File: config.mk
export PLATFORM = sky130hd
export DESIGN_NAME = gpm_pad_mode
export DESIGN_NICKNAME = d
export VERILOG_FILES = /design/src/gpm_pkg.sv /design/src/gpm_pad_mode.sv
export SDC_FILE = /design/constraint.sdc
export NUM_CORES = 1
export LEC_CHECK = 0
export ABC_AREA = 1
export BUFFER_PORTS_ARGS = -buffer_cell sky130_fd_sc_hd__buf_2
export CAP_MARGIN = 20
export CORE_MARGIN = 8
export CORE_UTILIZATION = 30
export CTS_CLUSTER_SIZE = 24
export DETAILED_ROUTE_END_ITERATION = 10
export PLACE_DENSITY_LB_ADDON = 0.25
export SLEW_MARGIN = 20
export SYNTH_ARGS = -nofsm -noshare
export SYNTH_HDL_FRONTEND = slang
export SYNTH_SLANG_ARGS = --single-unit
export TNS_END_PERCENT = 100
File: constraint.sdc
create_clock -name clk -period 1.43 [get_ports clk]
set_input_delay 0.3575 -clock clk [delete_from_list [all_inputs] [get_ports clk]]
set_output_delay 0.3575 -clock clk [all_outputs]
set_load 0.05 [all_outputs]
File: src/gpm_pkg.sv
// Package: register map, reset values and carrier types of the pad block
package gpm_pkg;

  localparam int unsigned GPM_PINS = 8;

  // Register byte offsets
  localparam logic [11:0] GPM_OFF_DATA  = 12'h000;
  localparam logic [11:0] GPM_OFF_DIR   = 12'h400;
  localparam logic [11:0] GPM_OFF_ALT   = 12'h420;
  localparam logic [11:0] GPM_OFF_DR2   = 12'h500;
  localparam logic [11:0] GPM_OFF_DR4   = 12'h504;
  localparam logic [11:0] GPM_OFF_DR8   = 12'h508;
  localparam logic [11:0] GPM_OFF_OD    = 12'h50c;
  localparam logic [11:0] GPM_OFF_PU    = 12'h510;
  localparam logic [11:0] GPM_OFF_PD    = 12'h514;

  // Field position of the eight pin bits
  localparam int unsigned GPM_FIELD_LSB = 0;
  localparam int unsigned GPM_FIELD_MSB = 7;

  // Reset values
  localparam logic [7:0] GPM_RST_DATA  = 8'h00;
  localparam logic [7:0] GPM_RST_DIR   = 8'h00;
  localparam logic [7:0] GPM_RST_ALT   = 8'h00;
  localparam logic [7:0] GPM_RST_ALT_B = 8'h80;
  localparam logic [7:0] GPM_RST_ALT_C = 8'h0f;
  localparam logic [7:0] GPM_RST_DR2   = 8'hff;
  localparam logic [7:0] GPM_RST_DR4   = 8'h00;
  localparam logic [7:0] GPM_RST_DR8   = 8'h00;
  localparam logic [7:0] GPM_RST_OD    = 8'h00;
  localparam logic [7:0] GPM_RST_PU    = 8'hff;
  localparam logic [7:0] GPM_RST_PD    = 8'h00;
  localparam logic [31:0] GPM_RDATA_NONE = 32'h0000_0000;

  // Pad configuration forwarded to the pads
  typedef struct packed {
    logic [7:0] drive_2ma_bits;
    logic [7:0] drive_4ma_bits;
    logic [7:0] drive_8ma_bits;
    logic [7:0] od;
    logic [7:0] pu;
    logic [7:0] pd;
  } gpm_pad_cfg_t;

  // Clears owed to the other fields of a group
  typedef struct packed {
    logic [7:0] drive_2ma_bits;
    logic [7:0] drive_4ma_bits;
    logic [7:0] drive_8ma_bits;
    logic [7:0] pu;
    logic [7:0] pd;
  } gpm_clear_t;

  localparam gpm_clear_t GPM_CLEAR_NONE = '0;

endpackage

File: src/gpm_pad_mode.sv
// Pin mode, drive strength and pull control of an eight-pin port
//
// Summary of operation
// RULE1: A set function-select bit gives the pin to the peripheral, a clear one to software.
// RULE2: After reset all pins are software inputs except the debug-port pins.
// RULE3: Function-select resets to 0x00, 0x80 on port B and 0x0f on port C.
// RULE4: Power-on and external reset both restore every pin default.
// RULE5: Software should not take debug pins at start-up and should keep a restore routine.
// RULE6: Drive select resets to 2 mA on every pin: 0xff, 0x00, 0x00.
// RULE7: Writing a one to a drive bit clears that pin in the other two drive fields.
// RULE8: That mutual clear takes effect on the second cycle after the write.
// RULE9: Drive writes act per pin; pins written zero keep their other fields.
// RULE10: A set open-drain bit makes the pad open drain; the field resets to zero.
// RULE11: Open-drain pins act as inputs with direction zero, outputs with one.
// RULE12: Software should also enable the digital input of open-drain pins.
// RULE13: A set pull-up bit enables the pull-up and clears that pin's pull-down.
// RULE14: Bits above the eight-bit field are reserved and preserved by software.
// RULE15: A set pull-down bit enables the pull-down and clears the pull-up two cycles on.
// RULE16: Under alternate function the peripheral's value and enable drive the pad.
// RULE17: Pad configuration is forwarded every cycle from the registers; pad_cfg is held at zero in reset up to the first clock after it.
module gpm_pad_mode
  import gpm_pkg::*;
#(
  parameter logic [7:0] ALT_RESET = GPM_RST_ALT
) (
  // Clock and reset
  input  wire logic               clk,
  input  wire logic               rst_b,
  // APB slave
  input  wire logic               psel,
  input  wire logic               penable,
  input  wire logic               pwrite,
  input  wire logic [11:0]        paddr,
  input  wire logic [31:0]        pwdata,
  output      logic [31:0]        prdata,
  output      logic               pready,
  output      logic               pslverr,
  // Pads
  input  wire logic [7:0]         pad_in,
  output      logic [7:0]         pad_out,
  output      logic [7:0]         pad_oe,
  output      gpm_pad_cfg_t       pad_cfg,
  // Alternate peripheral functions
  input  wire logic [7:0]         alt_out,
  input  wire logic [7:0]         alt_oe,
  output      logic [7:0]         alt_in
);

  ////////////////////////////////////////////////////////////////////////////
  // Register state
  logic [7:0]   pin_data_q;
  logic [7:0]   pin_direction_q;
  logic [7:0]   alt_function_select_q;
  logic [7:0]   drive_2ma_select_q;
  logic [7:0]   drive_4ma_select_q;
  logic [7:0]   drive_8ma_select_q;
  logic [7:0]   open_drain_select_q;
  logic [7:0]   pull_up_select_q;
  logic [7:0]   pull_down_select_q;
  gpm_clear_t   clear_q;
  gpm_clear_t   clear_d;
  logic         pready_q;
  logic         pslverr_q;
  logic [31:0]  prdata_q;
  logic [7:0]   pad_out_q;
  logic [7:0]   pad_oe_q;
  logic [7:0]   alt_in_q;
  gpm_pad_cfg_t pad_cfg_q;

  ////////////////////////////////////////////////////////////////////////////
  // APB decode; one wait state so read data comes from a flop
  wire        acc_first = psel && penable && !pready_q;
  wire        wr_en     = psel && penable && pready_q && pwrite;
  wire [7:0]  wd        = pwdata[GPM_FIELD_MSB:GPM_FIELD_LSB];
  wire        hit_data  = paddr == GPM_OFF_DATA;
  wire        hit_dir   = paddr == GPM_OFF_DIR;
  wire        hit_alt   = paddr == GPM_OFF_ALT;
  wire        hit_dr2   = paddr == GPM_OFF_DR2;
  wire        hit_dr4   = paddr == GPM_OFF_DR4;
  wire        hit_dr8   = paddr == GPM_OFF_DR8;
  wire        hit_od    = paddr == GPM_OFF_OD;
  wire        hit_pu    = paddr == GPM_OFF_PU;
  wire        hit_pd    = paddr == GPM_OFF_PD;
  wire        hit_any   = hit_data | hit_dir | hit_alt | hit_dr2 | hit_dr4
                        | hit_dr8 | hit_od | hit_pu | hit_pd;
  wire        wr_data   = wr_en && hit_data;
  wire        wr_dir    = wr_en && hit_dir;
  wire        wr_alt    = wr_en && hit_alt;
  wire        wr_dr2    = wr_en && hit_dr2;
  wire        wr_dr4    = wr_en && hit_dr4;
  wire        wr_dr8    = wr_en && hit_dr8;
  wire        wr_od     = wr_en && hit_od;
  wire        wr_pu     = wr_en && hit_pu;
  wire        wr_pd     = wr_en && hit_pd;

  // Input pins read the pad, output pins read back the data latch
  wire [7:0]  data_view = (pad_in & ~pin_direction_q)
                        | (pin_data_q & pin_direction_q);
  // Reserved upper bits read as zero
  wire [7:0]  rd_field  = ({8{hit_data}} & data_view)
                        | ({8{hit_dir}}  & pin_direction_q)
                        | ({8{hit_alt}}  & alt_function_select_q)
                        | ({8{hit_dr2}}  & drive_2ma_select_q)
                        | ({8{hit_dr4}}  & drive_4ma_select_q)
                        | ({8{hit_dr8}}  & drive_8ma_select_q)
                        | ({8{hit_od}}   & open_drain_select_q)
                        | ({8{hit_pu}}   & pull_up_select_q)
                        | ({8{hit_pd}}   & pull_down_select_q); // RULE14
  wire [31:0] rd_word   = {24'h00_0000, rd_field};

  ////////////////////////////////////////////////////////////////////////////
  // Mutual clears; held one cycle so they land two cycles after the write
  always_comb begin
    clear_d      = GPM_CLEAR_NONE;
    clear_d.drive_2ma_bits = (wr_dr4 || wr_dr8) ? wd : 8'h00; // RULE7
    clear_d.drive_4ma_bits = (wr_dr2 || wr_dr8) ? wd : 8'h00; // RULE7
    clear_d.drive_8ma_bits = (wr_dr2 || wr_dr4) ? wd : 8'h00; // RULE7
    clear_d.pd   = wr_pu ? wd : 8'h00; // RULE13
    clear_d.pu   = wr_pd ? wd : 8'h00; // RULE15
  end

  // A fresh write wins over a clear still owed to the same field
  wire [7:0] dr2_d = wr_dr2 ? wd
                   : (drive_2ma_select_q & ~clear_q.drive_2ma_bits); // RULE8 RULE9
  wire [7:0] dr4_d = wr_dr4 ? wd
                   : (drive_4ma_select_q & ~clear_q.drive_4ma_bits); // RULE8 RULE9
  wire [7:0] dr8_d = wr_dr8 ? wd
                   : (drive_8ma_select_q & ~clear_q.drive_8ma_bits); // RULE8 RULE9
  wire [7:0] pu_d  = wr_pu ? wd
                   : (pull_up_select_q & ~clear_q.pu); // RULE15
  wire [7:0] pd_d  = wr_pd ? wd
                   : (pull_down_select_q & ~clear_q.pd); // RULE13

  ////////////////////////////////////////////////////////////////////////////
  // Pad steering
  wire [7:0] sel_val = (alt_function_select_q & alt_out)
                     | (~alt_function_select_q & pin_data_q); // RULE1 RULE16
  wire [7:0] sel_en  = (alt_function_select_q & alt_oe)
                     | (~alt_function_select_q & pin_direction_q); // RULE16
  // Open drain only ever pulls low; a high value releases the pad
  wire [7:0] out_d   = sel_val & ~open_drain_select_q; // RULE10
  wire [7:0] oe_d    = sel_en & ~(open_drain_select_q & sel_val); // RULE11
  gpm_pad_cfg_t cfg_d;
  assign cfg_d = '{drive_2ma_bits: drive_2ma_select_q, drive_4ma_bits: drive_4ma_select_q,
                   drive_8ma_bits: drive_8ma_select_q, od: open_drain_select_q,
                   pu: pull_up_select_q, pd: pull_down_select_q};

  ////////////////////////////////////////////////////////////////////////////
  // Registers; one reset input serves power-on and external reset alike
  always_ff @(posedge clk or negedge rst_b) begin
    if (!rst_b) begin
      pin_data_q            <= GPM_RST_DATA;
      pin_direction_q       <= GPM_RST_DIR; // RULE2
      alt_function_select_q <= ALT_RESET; // RULE2 RULE3 RULE4
    end else begin
      if (wr_data) pin_data_q <= wd;
      if (wr_dir)  pin_direction_q <= wd;
      if (wr_alt)  alt_function_select_q <= wd; // RULE1
    end
  end

  always_ff @(posedge clk or negedge rst_b) begin
    if (!rst_b) begin
      drive_2ma_select_q  <= GPM_RST_DR2; // RULE6
      drive_4ma_select_q  <= GPM_RST_DR4; // RULE6
      drive_8ma_select_q  <= GPM_RST_DR8; // RULE6
      open_drain_select_q <= GPM_RST_OD; // RULE10
      pull_up_select_q    <= GPM_RST_PU;
      pull_down_select_q  <= GPM_RST_PD;
      clear_q             <= GPM_CLEAR_NONE;
    end else begin
      drive_2ma_select_q  <= dr2_d;
      drive_4ma_select_q  <= dr4_d;
      drive_8ma_select_q  <= dr8_d;
      pull_up_select_q    <= pu_d;
      pull_down_select_q  <= pd_d;
      clear_q             <= clear_d; // RULE8
      if (wr_od) open_drain_select_q <= wd; // RULE10
    end
  end

  always_ff @(posedge clk or negedge rst_b) begin
    if (!rst_b) begin
      pready_q  <= 1'b0;
      pslverr_q <= 1'b0;
      prdata_q  <= GPM_RDATA_NONE;
    end else begin
      pready_q  <= acc_first;
      pslverr_q <= acc_first && !hit_any;
      if (acc_first && !pwrite) prdata_q <= rd_word;
    end
  end

  always_ff @(posedge clk or negedge rst_b) begin
    if (!rst_b) begin
      pad_out_q <= 8'h00;
      pad_oe_q  <= 8'h00;
      alt_in_q  <= 8'h00;
      pad_cfg_q <= '0;
    end else begin
      pad_out_q <= out_d;
      pad_oe_q  <= oe_d;
      alt_in_q  <= pad_in;
      pad_cfg_q <= cfg_d; // RULE17
    end
  end

  assign prdata  = prdata_q;
  assign pready  = pready_q;
  assign pslverr = pslverr_q;
  assign pad_out = pad_out_q;
  assign pad_oe  = pad_oe_q;
  assign pad_cfg = pad_cfg_q;
  assign alt_in  = alt_in_q;

  ////////////////////////////////////////////////////////////////////////////
  // Checks
  wire wr_drv = wr_dr2 || wr_dr4 || wr_dr8;
  wire [7:0] alt_dir_mask = alt_function_select_q & ~open_drain_select_q;

  alt_route_a: assert property (@(posedge clk) disable iff (!rst_b) // RULE16
    1'b1 |=> (pad_out_q & $past(alt_dir_mask))
             == ($past(alt_out) & $past(alt_dir_mask)))
    else $error("alternate value not routed to pad");

  sw_route_a: assert property (@(posedge clk) disable iff (!rst_b) // RULE1
    1'b1 |=> ((pad_oe_q ^ $past(pin_direction_q))
             & $past(~alt_function_select_q & ~open_drain_select_q)) == 0)
    else $error("software direction not routed to pad");

  drv_clear_a: assert property (@(posedge clk) disable iff (!rst_b) // RULE7
    wr_dr2 ##1 !(wr_dr4 || wr_dr8) |=>
      ((drive_4ma_select_q | drive_8ma_select_q)
       & $past(pwdata[7:0], 2)) == 8'h00)
    else $error("drive write did not clear other strengths");

  drv_delay_a: assert property (@(posedge clk) disable iff (!rst_b) // RULE8
    wr_dr4 |=> drive_2ma_select_q == $past(drive_2ma_select_q)
           && drive_8ma_select_q == $past(drive_8ma_select_q))
    else $error("drive clear landed too early");

  drv_keep_a: assert property (@(posedge clk) disable iff (!rst_b) // RULE9
    wr_dr8 ##1 !wr_drv |=>
      ((drive_2ma_select_q ^ $past(drive_2ma_select_q, 2))
       & ~$past(pwdata[7:0], 2)) == 8'h00)
    else $error("drive write disturbed a pin written zero");

  od_low_a: assert property (@(posedge clk) disable iff (!rst_b) // RULE11
    1'b1 |=> (pad_out_q & $past(open_drain_select_q)) == 8'h00
          && (pad_oe_q & $past(open_drain_select_q & ~sel_en)) == 8'h00)
    else $error("open-drain pad driven high");

  pull_pd_a: assert property (@(posedge clk) disable iff (!rst_b) // RULE13
    wr_pu ##1 !wr_pd |=> (pull_down_select_q & $past(pwdata[7:0], 2))
                         == 8'h00)
    else $error("pull-up write did not clear pull-down");

  pull_pu_a: assert property (@(posedge clk) disable iff (!rst_b) // RULE15
    wr_pd |=> pull_up_select_q == $past(pull_up_select_q))
    else $error("pull-up cleared too early");

  rsv_zero_a: assert property (@(posedge clk) disable iff (!rst_b) // RULE14
    $rose(pready_q) && !pwrite |-> prdata_q[31:8] == 24'h00_0000)
    else $error("reserved read bits not zero");

  cfg_fwd_a: assert property (@(posedge clk) disable iff (!rst_b) // RULE17
    1'b1 |=> pad_cfg_q.drive_2ma_bits == $past(drive_2ma_select_q)
          && pad_cfg_q.pu == $past(pull_up_select_q))
    else $error("pad configuration not forwarded");

  cfg_more_a: assert property (@(posedge clk) disable iff (!rst_b) // RULE17
    1'b1 |=> pad_cfg_q.drive_4ma_bits == $past(drive_4ma_select_q)
          && pad_cfg_q.drive_8ma_bits == $past(drive_8ma_select_q)
          && pad_cfg_q.od == $past(open_drain_select_q)
          && pad_cfg_q.pd == $past(pull_down_select_q))
    else $error("drive, drain or pull-down not forwarded");

  alt_oe_a: assert property (@(posedge clk) disable iff (!rst_b) // RULE16
    1'b1 |=> (pad_oe_q & $past(alt_dir_mask))
             == ($past(alt_oe) & $past(alt_dir_mask)))
    else $error("alternate enable not routed to pad");

  alt_in_a: assert property (@(posedge clk) disable iff (!rst_b) // RULE16
    1'b1 |=> alt_in_q == $past(pad_in))
    else $error("pad level not passed to peripheral");

  alt_store_a: assert property (@(posedge clk) disable iff (!rst_b) // RULE1
    wr_alt |=> alt_function_select_q == $past(pwdata[7:0]))
    else $error("function select not stored");

  od_store_a: assert property (@(posedge clk) disable iff (!rst_b) // RULE10
    wr_od |=> open_drain_select_q == $past(pwdata[7:0]))
    else $error("open-drain select not stored");

  drv_clr4_a: assert property (@(posedge clk) disable iff (!rst_b) // RULE7
    wr_dr4 ##1 !(wr_dr2 || wr_dr8) |=>
      ((drive_2ma_select_q | drive_8ma_select_q)
       & $past(pwdata[7:0], 2)) == 8'h00)
    else $error("4 mA write did not clear other strengths");

  drv_clr8_a: assert property (@(posedge clk) disable iff (!rst_b) // RULE7
    wr_dr8 ##1 !(wr_dr2 || wr_dr4) |=>
      ((drive_2ma_select_q | drive_4ma_select_q)
       & $past(pwdata[7:0], 2)) == 8'h00)
    else $error("8 mA write did not clear other strengths");

  pd_delay_a: assert property (@(posedge clk) disable iff (!rst_b) // RULE13
    wr_pu |=> pull_down_select_q == $past(pull_down_select_q))
    else $error("pull-down cleared too early");

  pu_clear_a: assert property (@(posedge clk) disable iff (!rst_b) // RULE15
    wr_pd ##1 !wr_pu |=> (pull_up_select_q & $past(pwdata[7:0], 2))
                         == 8'h00)
    else $error("pull-down write did not clear pull-up");

  // Reset checks carry no disable, so they see the reset itself
  rst_mode_a: assert property (@(posedge clk) // RULE2 RULE3 RULE4
    !rst_b |=> alt_function_select_q == ALT_RESET
            && pin_direction_q == GPM_RST_DIR)
    else $error("pin mode not restored by reset");

  rst_drv_a: assert property (@(posedge clk) // RULE6
    !rst_b |=> drive_2ma_select_q == GPM_RST_DR2
            && drive_4ma_select_q == GPM_RST_DR4
            && drive_8ma_select_q == GPM_RST_DR8)
    else $error("drive strength not restored by reset");

  rst_od_a: assert property (@(posedge clk) // RULE10
    !rst_b |=> open_drain_select_q == GPM_RST_OD
            && pull_up_select_q == GPM_RST_PU
            && pull_down_select_q == GPM_RST_PD)
    else $error("drain and pull selects not restored by reset");

  alt_write_c: cover property (@(posedge clk) disable iff (!rst_b)
    wr_alt && wd != 8'h00);
  drv_swap_c:  cover property (@(posedge clk) disable iff (!rst_b)
    wr_dr2 ##1 wr_dr4);
  od_out_c:    cover property (@(posedge clk) disable iff (!rst_b)
    (open_drain_select_q & pin_direction_q) != 8'h00);
  err_c:       cover property (@(posedge clk) disable iff (!rst_b)
    pslverr_q);
  pull_c:      cover property (@(posedge clk) disable iff (!rst_b)
    wr_pd && wd != 8'h00);

endmodule

==> results of run 1 <==
[cell usage after synthesis, types with 2 or more instances]
| library cell | count | area share, % |
|---|---|---|
| buf_2 | 8 | 0.51 |
| buf_4 | 28 | 2.7 |
| buf_6 | 4 | 0.57 |
| dfrtp_1 | 178 | 57 |
| dfstp_2 | 16 | 5.3 |
| inv_1 | 64 | 3.0 |
| inv_2 | 3 | 0.14 |
| mux2i_1 | 8 | 1.0 |
| nand2_1 | 198 | 9.4 |
| nand2_2 | 2 | 0.16 |
| nand2_4 | 3 | 0.43 |
| nand3_1 | 73 | 4.6 |
| nand3_2 | 2 | 0.25 |
| nand3_4 | 5 | 1.1 |
| nand3b_1 | 40 | 3.8 |
| nand4_1 | 2 | 0.16 |
| nand4_2 | 2 | 0.32 |
| nor2_1 | 62 | 3.0 |
| nor2_2 | 8 | 0.64 |
| nor2_4 | 6 | 0.86 |
| nor2_8 | 3 | 0.76 |
| o21ai_0 | 39 | 2.5 |
| o21ai_1 | 25 | 1.6 |
[area by class of cell]
| type | instances | share of cell area (%) |
|---|---|---|
| Clock inverter | 14 | 1.19 |
| Clock buffer | 18 | 4.39 |
| Sequential cell | 194 | 48.8 |
| Inverter | 69 | 2.64 |
| Multi-Input combinational cell | 505 | 25.4 |
| Timing Repair Buffer | 185 | 13.4 |
| Tap cell | 335 | 4.19 |
[registers in the layout (all words and copies together) (netlist names)]
register	count
pad_cfg	48
clear_q	40
alt_function_select_q	8
alt_in	8
drive_2ma_select_q	8
drive_4ma_select_q	8
drive_8ma_select_q	8
open_drain_select_q	8
pad_oe	8
pad_out	8
pin_data_q	8
pin_direction_q	8
prdata	8
pull_down_select_q	8
pull_up_select_q	8
pready	1
pslverr	1
[report_power, final]
group / leakage (nW) / internal [mW] / switching (mW)
Sequential: 2.53 / 5.54 / 0.0391
Clock: 0.282 / 2.34 / 2.24
Combinational: 2.64 / 0.237 / 0.706
Total: 5.46 / 8.12 / 2.98
[through the flow]
stage               hold slack [ns]  setup WS [ns]  TNS, ns
floorplan                    0.0619        -0.0925    -2.96
global placement              0.275         -0.265   -13.25
detailed placement            0.274         -0.226   -15.58
CTS                          0.0320         0.0106        0
global route                 0.0384        -0.0216  -0.0600
finish                       0.0501         0.0341        0
[metal layers]
layer / vias to the layer above / global-route usage [%] / share of wire, %
li1: 2847 / - / -
met5: - / 0 / 0.082
met2: 139 / 24.2 / 50
met1: 2833 / 18.5 / 44
met4: 4 / 2.81 / 0.67
met3: 16 / 3.11 / 5.2
[what timing repair did]
action                     CTS  global route
gates resized for setup     11            12
setup endpoints to repair    9            23
hold endpoints to repair    23             0
pin swaps                    0             2
hold buffers                 1             0
[final timing paths]
path                                                 end  depth (start not counted)  slack (ns)                   from
max in group asynchronous          drive_2ma_select_q[5]                          3        0.43                  rst_b
worst min-delay path                           alt_in[3]                          1        0.05              pad_in[3]
worst max-delay path                           alt_in[3]                          1        0.03              alt_in[3]
worst min register to register               pad_cfg[46]                          0        0.42  drive_2ma_select_q[6]
worst max register to register  alt_function_select_q[4]                          6        0.10                 pready
min in group asynchronous                     pad_out[3]                          2        0.39                  rst_b
[logic make-up (layout without fill, tap and decap cells)]
group / Yosys count / count (layout) / synth area share (%)
AO/OA/AOI/OAI: 64 / 64 / 4.06
AND/OR/NAND/NOR: 409 / 409 / 25.9
other: 1 / 24 / 0.0476
flip-flops: 194 / 194 / 61.9
buffers and inverters: 109 / 286 / 7.10
multiplexers: 8 / 8 / 1.02
==> impl_metrics.yaml, run 1 <==
status:
  status: "finished clean"
yosys:
  synth-seq-cells: 194
  ys_async_sr_fraction_pct: 100
  seq_area_frac_synth_pct: 61.9
  synth_warnings: 0
  syn_area_mm2: 0.00788
  synth_edf_count: 0
  yosysUniqueCellTypes: 29
  syn_inst: 785
  synth_ff_type: "dfrtp_1"
  synth.avg_cell_area_um2: 10.0
die:
  die_area_mm2: 0.0317
  initial_core_util_pct: 30.4
  die_width_um: 178
  io_pins: 179
  coreArea_mm2: 0.0259
  rows: 59
  die_y_um: 178
final_layout:
  fillers: 2621
  finish.utilization_pct: 38.6
  layout_commonest_cell: "nand2_1"
  fin_area_mm2: 0.00999
  final_cell_count_no_fill: 1320
  layout-drive-gt1-share_pct: 27.6
  register_area_mm2: 0.00488
  multi_input_area_mm2: 0.00254
  diodes: 0
  syn_to_final_growth_pct: 26.8
  layout_common_cells: "nand2_1, dfrtp_1, buf_2"
  nets: 1045
detailed_routing:
  vias: 5839
  routed_wirelength_mm: 22.0
  first_pass_iters: 4
  wl_per_cell_um: 16.7
  drc: 0
  vias_per_cell: 4.42
  drt_iter0_drc: 353
  antenna_left: 0
cts:
  cts_buffer_depth: 2
  clk_pin_slew_ns: 0.07
  numCtsBuffers: 17
  clockRootBuffer: "clkbuf_16"
  clkLatencyLatePin_ns: 0.43
  htree_num_levels: 4
  cts_setup_buffers: 0
  cts.sinks: 194
  tritoncts: "built"
critical_path:
  critPathMaxFanout: 1
  cp-end-kind: "output port"
  crit_type: "reg2out"
  cp_num_buf_inv: 1
  worstSetupStartpointType: "flop"
  slowest_delay_ns: 0.35
  crit_required_ns: 1.07
  cp_data_arrival_time_ns: 1.04
  crit_slowest_cell: "dfrtp_1"
  worstPathCellList: "buf_2"
  path_delay_family: "flip-flops"
global_routing:
  grt_pass1_vias: 6102
  grt_max_degree: 53
  antenna_found_initial: 2
  overflow: 0
  grt_first_pass_wirelength_mm: 34.5
  grt_use_total_pct: 14.3
sta:
  rsz0062_at_grt: "yes"
  setup_viol: 0
  finalMaxSlewViolations: 0
  fmax_mhz: 716
  report.final.hold_viol_count: 0
  fin_crit_sh_pct: 97.6
  period_needed_ns: 1.40
  finClkSkew_ns: 0.00855
power_and_ir_drop:
  p_per_area_mw_per_mm2: 1110
  worst_ir_drop_vdd_mv: 0.611
  power_mw: 11.1
  p_leak_nw: 5.46
placement:
  gp_congestion: 0.779
  hpwl_mm: 16.6
  dp_cells: 1287
  io_buffers: 130
  place_area_mm2: 0.00937
run:
  drv_cap: 0
hold_path:
  hold_class: "in2reg"
Note: power is estimated with default switching activity, not from simulation.
==> inputs of run 2 (changes only) <==
Settings changed: CORE_UTILIZATION 30 to 54.
==> run 2 against run 1 <==
Effect of this change: fmax is 1.2% lower; utilization grew 28 points; total power fell by 1.3%; clock-buffer cell count up 2; final area decreased by 3.5%; first-iteration DRC count increased by 15%; clock power fell by 3%; via count increased by 1.9%; non-clock buffer count fell by 18; largest power group unchanged.
==> impl_metrics.yaml, run 2 (synthesized netlist as in run 1, its figures left out) <==
global_routing:
  grt_use_met1_pct: 26.5
  grtUsageMet2_pct: 37.1
  grtUsageMet3_pct: 6.64
  grt_first_pass_wirelength_mm: 31.1
  overflow: 0
  grt_use_total_pct: 22.0
  antenna_found_initial: 1
  grt_max_degree: 56
  grt_pass1_vias: 6050
  top_usage_layer: "met2"
power_and_ir_drop:
  combPwrFrac_pct: 8.4
  pwr-share-clk_pct: 40.6
  swShare_pct: 25.8
  worst_ir_drop_vdd_mv: 0.782
  p_int_mw: 8.12
  p_sw_mw: 2.83
  p_leak_nw: 5.35
  pwr-share-seq_pct: 51.0
  p_per_area_mw_per_mm2: 1130
die:
  die_y_um: 137
  coreArea_mm2: 0.0144
  initial_core_util_pct: 54.6
  die_width_um: 137
  rows: 44
  die_area_mm2: 0.0187
  io_pins: 179
critical_path:
  crit_type: "reg2out"
  crit_required_ns: 1.07
  worstPathCellList: "buf_6"
  cp_num_buf_inv: 1
  reg2reg_depth: 5
  cp_data_arrival_time_ns: 1.06
  slowest_delay_ns: 0.45
  r2r_slack_ns: 0.07
  critPathMaxFanout: 3
  startpoint: "pready"
  cp-end-kind: "output port"
  r2r-end: "drive_8ma_select_q[5]"
  worst-path-stages: 1
  r2r-start: "pready"
  worstSetupStartpointType: "flop"
  cp-endpoint: "pready"
  crit_slowest_cell: "dfrtp_2"
  path_delay_family: "flip-flops"
cts:
  tritoncts: "built"
  clkLatencyLatePin_ns: 0.44
  numCtsBuffers: 17
  cts_buffer_depth: 2
  clk_pin_slew_ns: 0.07
  htree_num_levels: 4
  cts.sinks: 194
  clockRootBuffer: "clkbuf_16"
final_layout:
  nets: 1028
  layout_common_cells: "nand2_1, dfrtp_1, buf_2"
  syn_to_final_growth_pct: 22.4
  finish.utilization_pct: 66.9
  diodes: 0
  layout_commonest_cell: "nand2_1"
  fillers: 1181
  final_cell_count_no_fill: 1152
  largest_reg_flops: 48
  layout-drive-gt1-share_pct: 26.2
sta:
  finalMaxSlewViolations: 0
  fin_crit_sh_pct: 98.8
  fmax_mhz: 707
  report.final.hold_viol_count: 0
  rsz0062_at_grt: "yes"
  finClkSkew_ns: 0.0140
  fin_ws_ns: 0.0165
  setup_viol: 0
  fin_setup_tns_ns: 0
  period_needed_ns: 1.41
hold_path:
  hold_class: "in2reg"
status:
  status: "finished clean"
detailed_routing:
  drc: 0
  antenna_left: 0
  vias: 5950
  drt_iter0_drc: 406
  wl_per_cell_um: 17.0
  vias_per_cell: 5.16
  routed_wirelength_mm: 19.6
  first_pass_iters: 5
placement:
  gp_congestion: 0.841
  io_buffers: 130
  hpwl_mm: 14.3
  dp_cells: 1117
  place_ws_ns: -0.221
run:
  drv_cap: 0
run 2: changes by cell type in the layout (fill, tap and decap cells not counted), sizes merged:
cell	previous run	this run
inv	75	72
nand3	80	81
clkinvlp	0	2
clkbuf	25	29
buf	177	157
clkinv	8	7
run 2: what timing repair did:
action	CTS	global route
setup endpoints to repair	7	26
pin swaps	0	4
setup buffers	0	1
resized for setup	8	13
gates cloned	0	1
hold buffers	1	0
endpoints found under the hold margin	177	0
run 2: layout make-up:
cell class              instances  area (um^2)  area share [%]
inverters                      69          264            2.74
repair buffers                167         1170            12.1
multi-input cells             506         2550            26.4
clock buffers                  20          457            4.73
clock inverters                12         98.8            1.02
flip-flops and latches        194         4880            50.5
well taps                     184          230            2.39
run 2: metal layers:
layer / vias up / part of all wire, %
li1: 2815 / -
met1: 2921 / 41
met2: 182 / 51
met3: 30 / 6.8
met4: 2 / 1.6
met5: - / 0.041
run 2: power by group through the flow:
stage | registers [mW] | logic (mW) | clock network [mW]
final | 5.58 | 0.918 | 4.45
after global routing | 5.59 | 0.995 | 4.75
after CTS | 5.58 | 0.914 | 4.52
after detailed placement | 5.68 | 0.892 | 0
after global placement | 5.68 | 0.880 | 0
after floorplan | 5.88 | 0.350 | 0
run 2: worst min-delay path by stage:
stage	slack, ns	start	endpoint	cells past startpoint
floorplan	0.06	rst_b	alt_function_select_q[0]	0
global placement	0.20	rst_b	pad_out[3]	1
detailed placement	0.20	rst_b	pad_out[3]	1
CTS	0.02	pad_in[5]	alt_in[5]	1
global route	0.03	pad_in[5]	alt_in[5]	1
finish	0.04	pad_in[3]	alt_in[3]	1
run 2: metrics by stage:
stage / cell area, um^2 / hold slack, ns / power, mW
finish: 9650 / 0.0398 / 11.0
global route: 9650 / 0.0294 / 11.3
CTS: 9590 / 0.0247 / 11.0
detailed placement: 9000 / 0.197 / 6.57
global placement: 9000 / 0.198 / 6.56
floorplan: 7990 / 0.0619 / 6.23
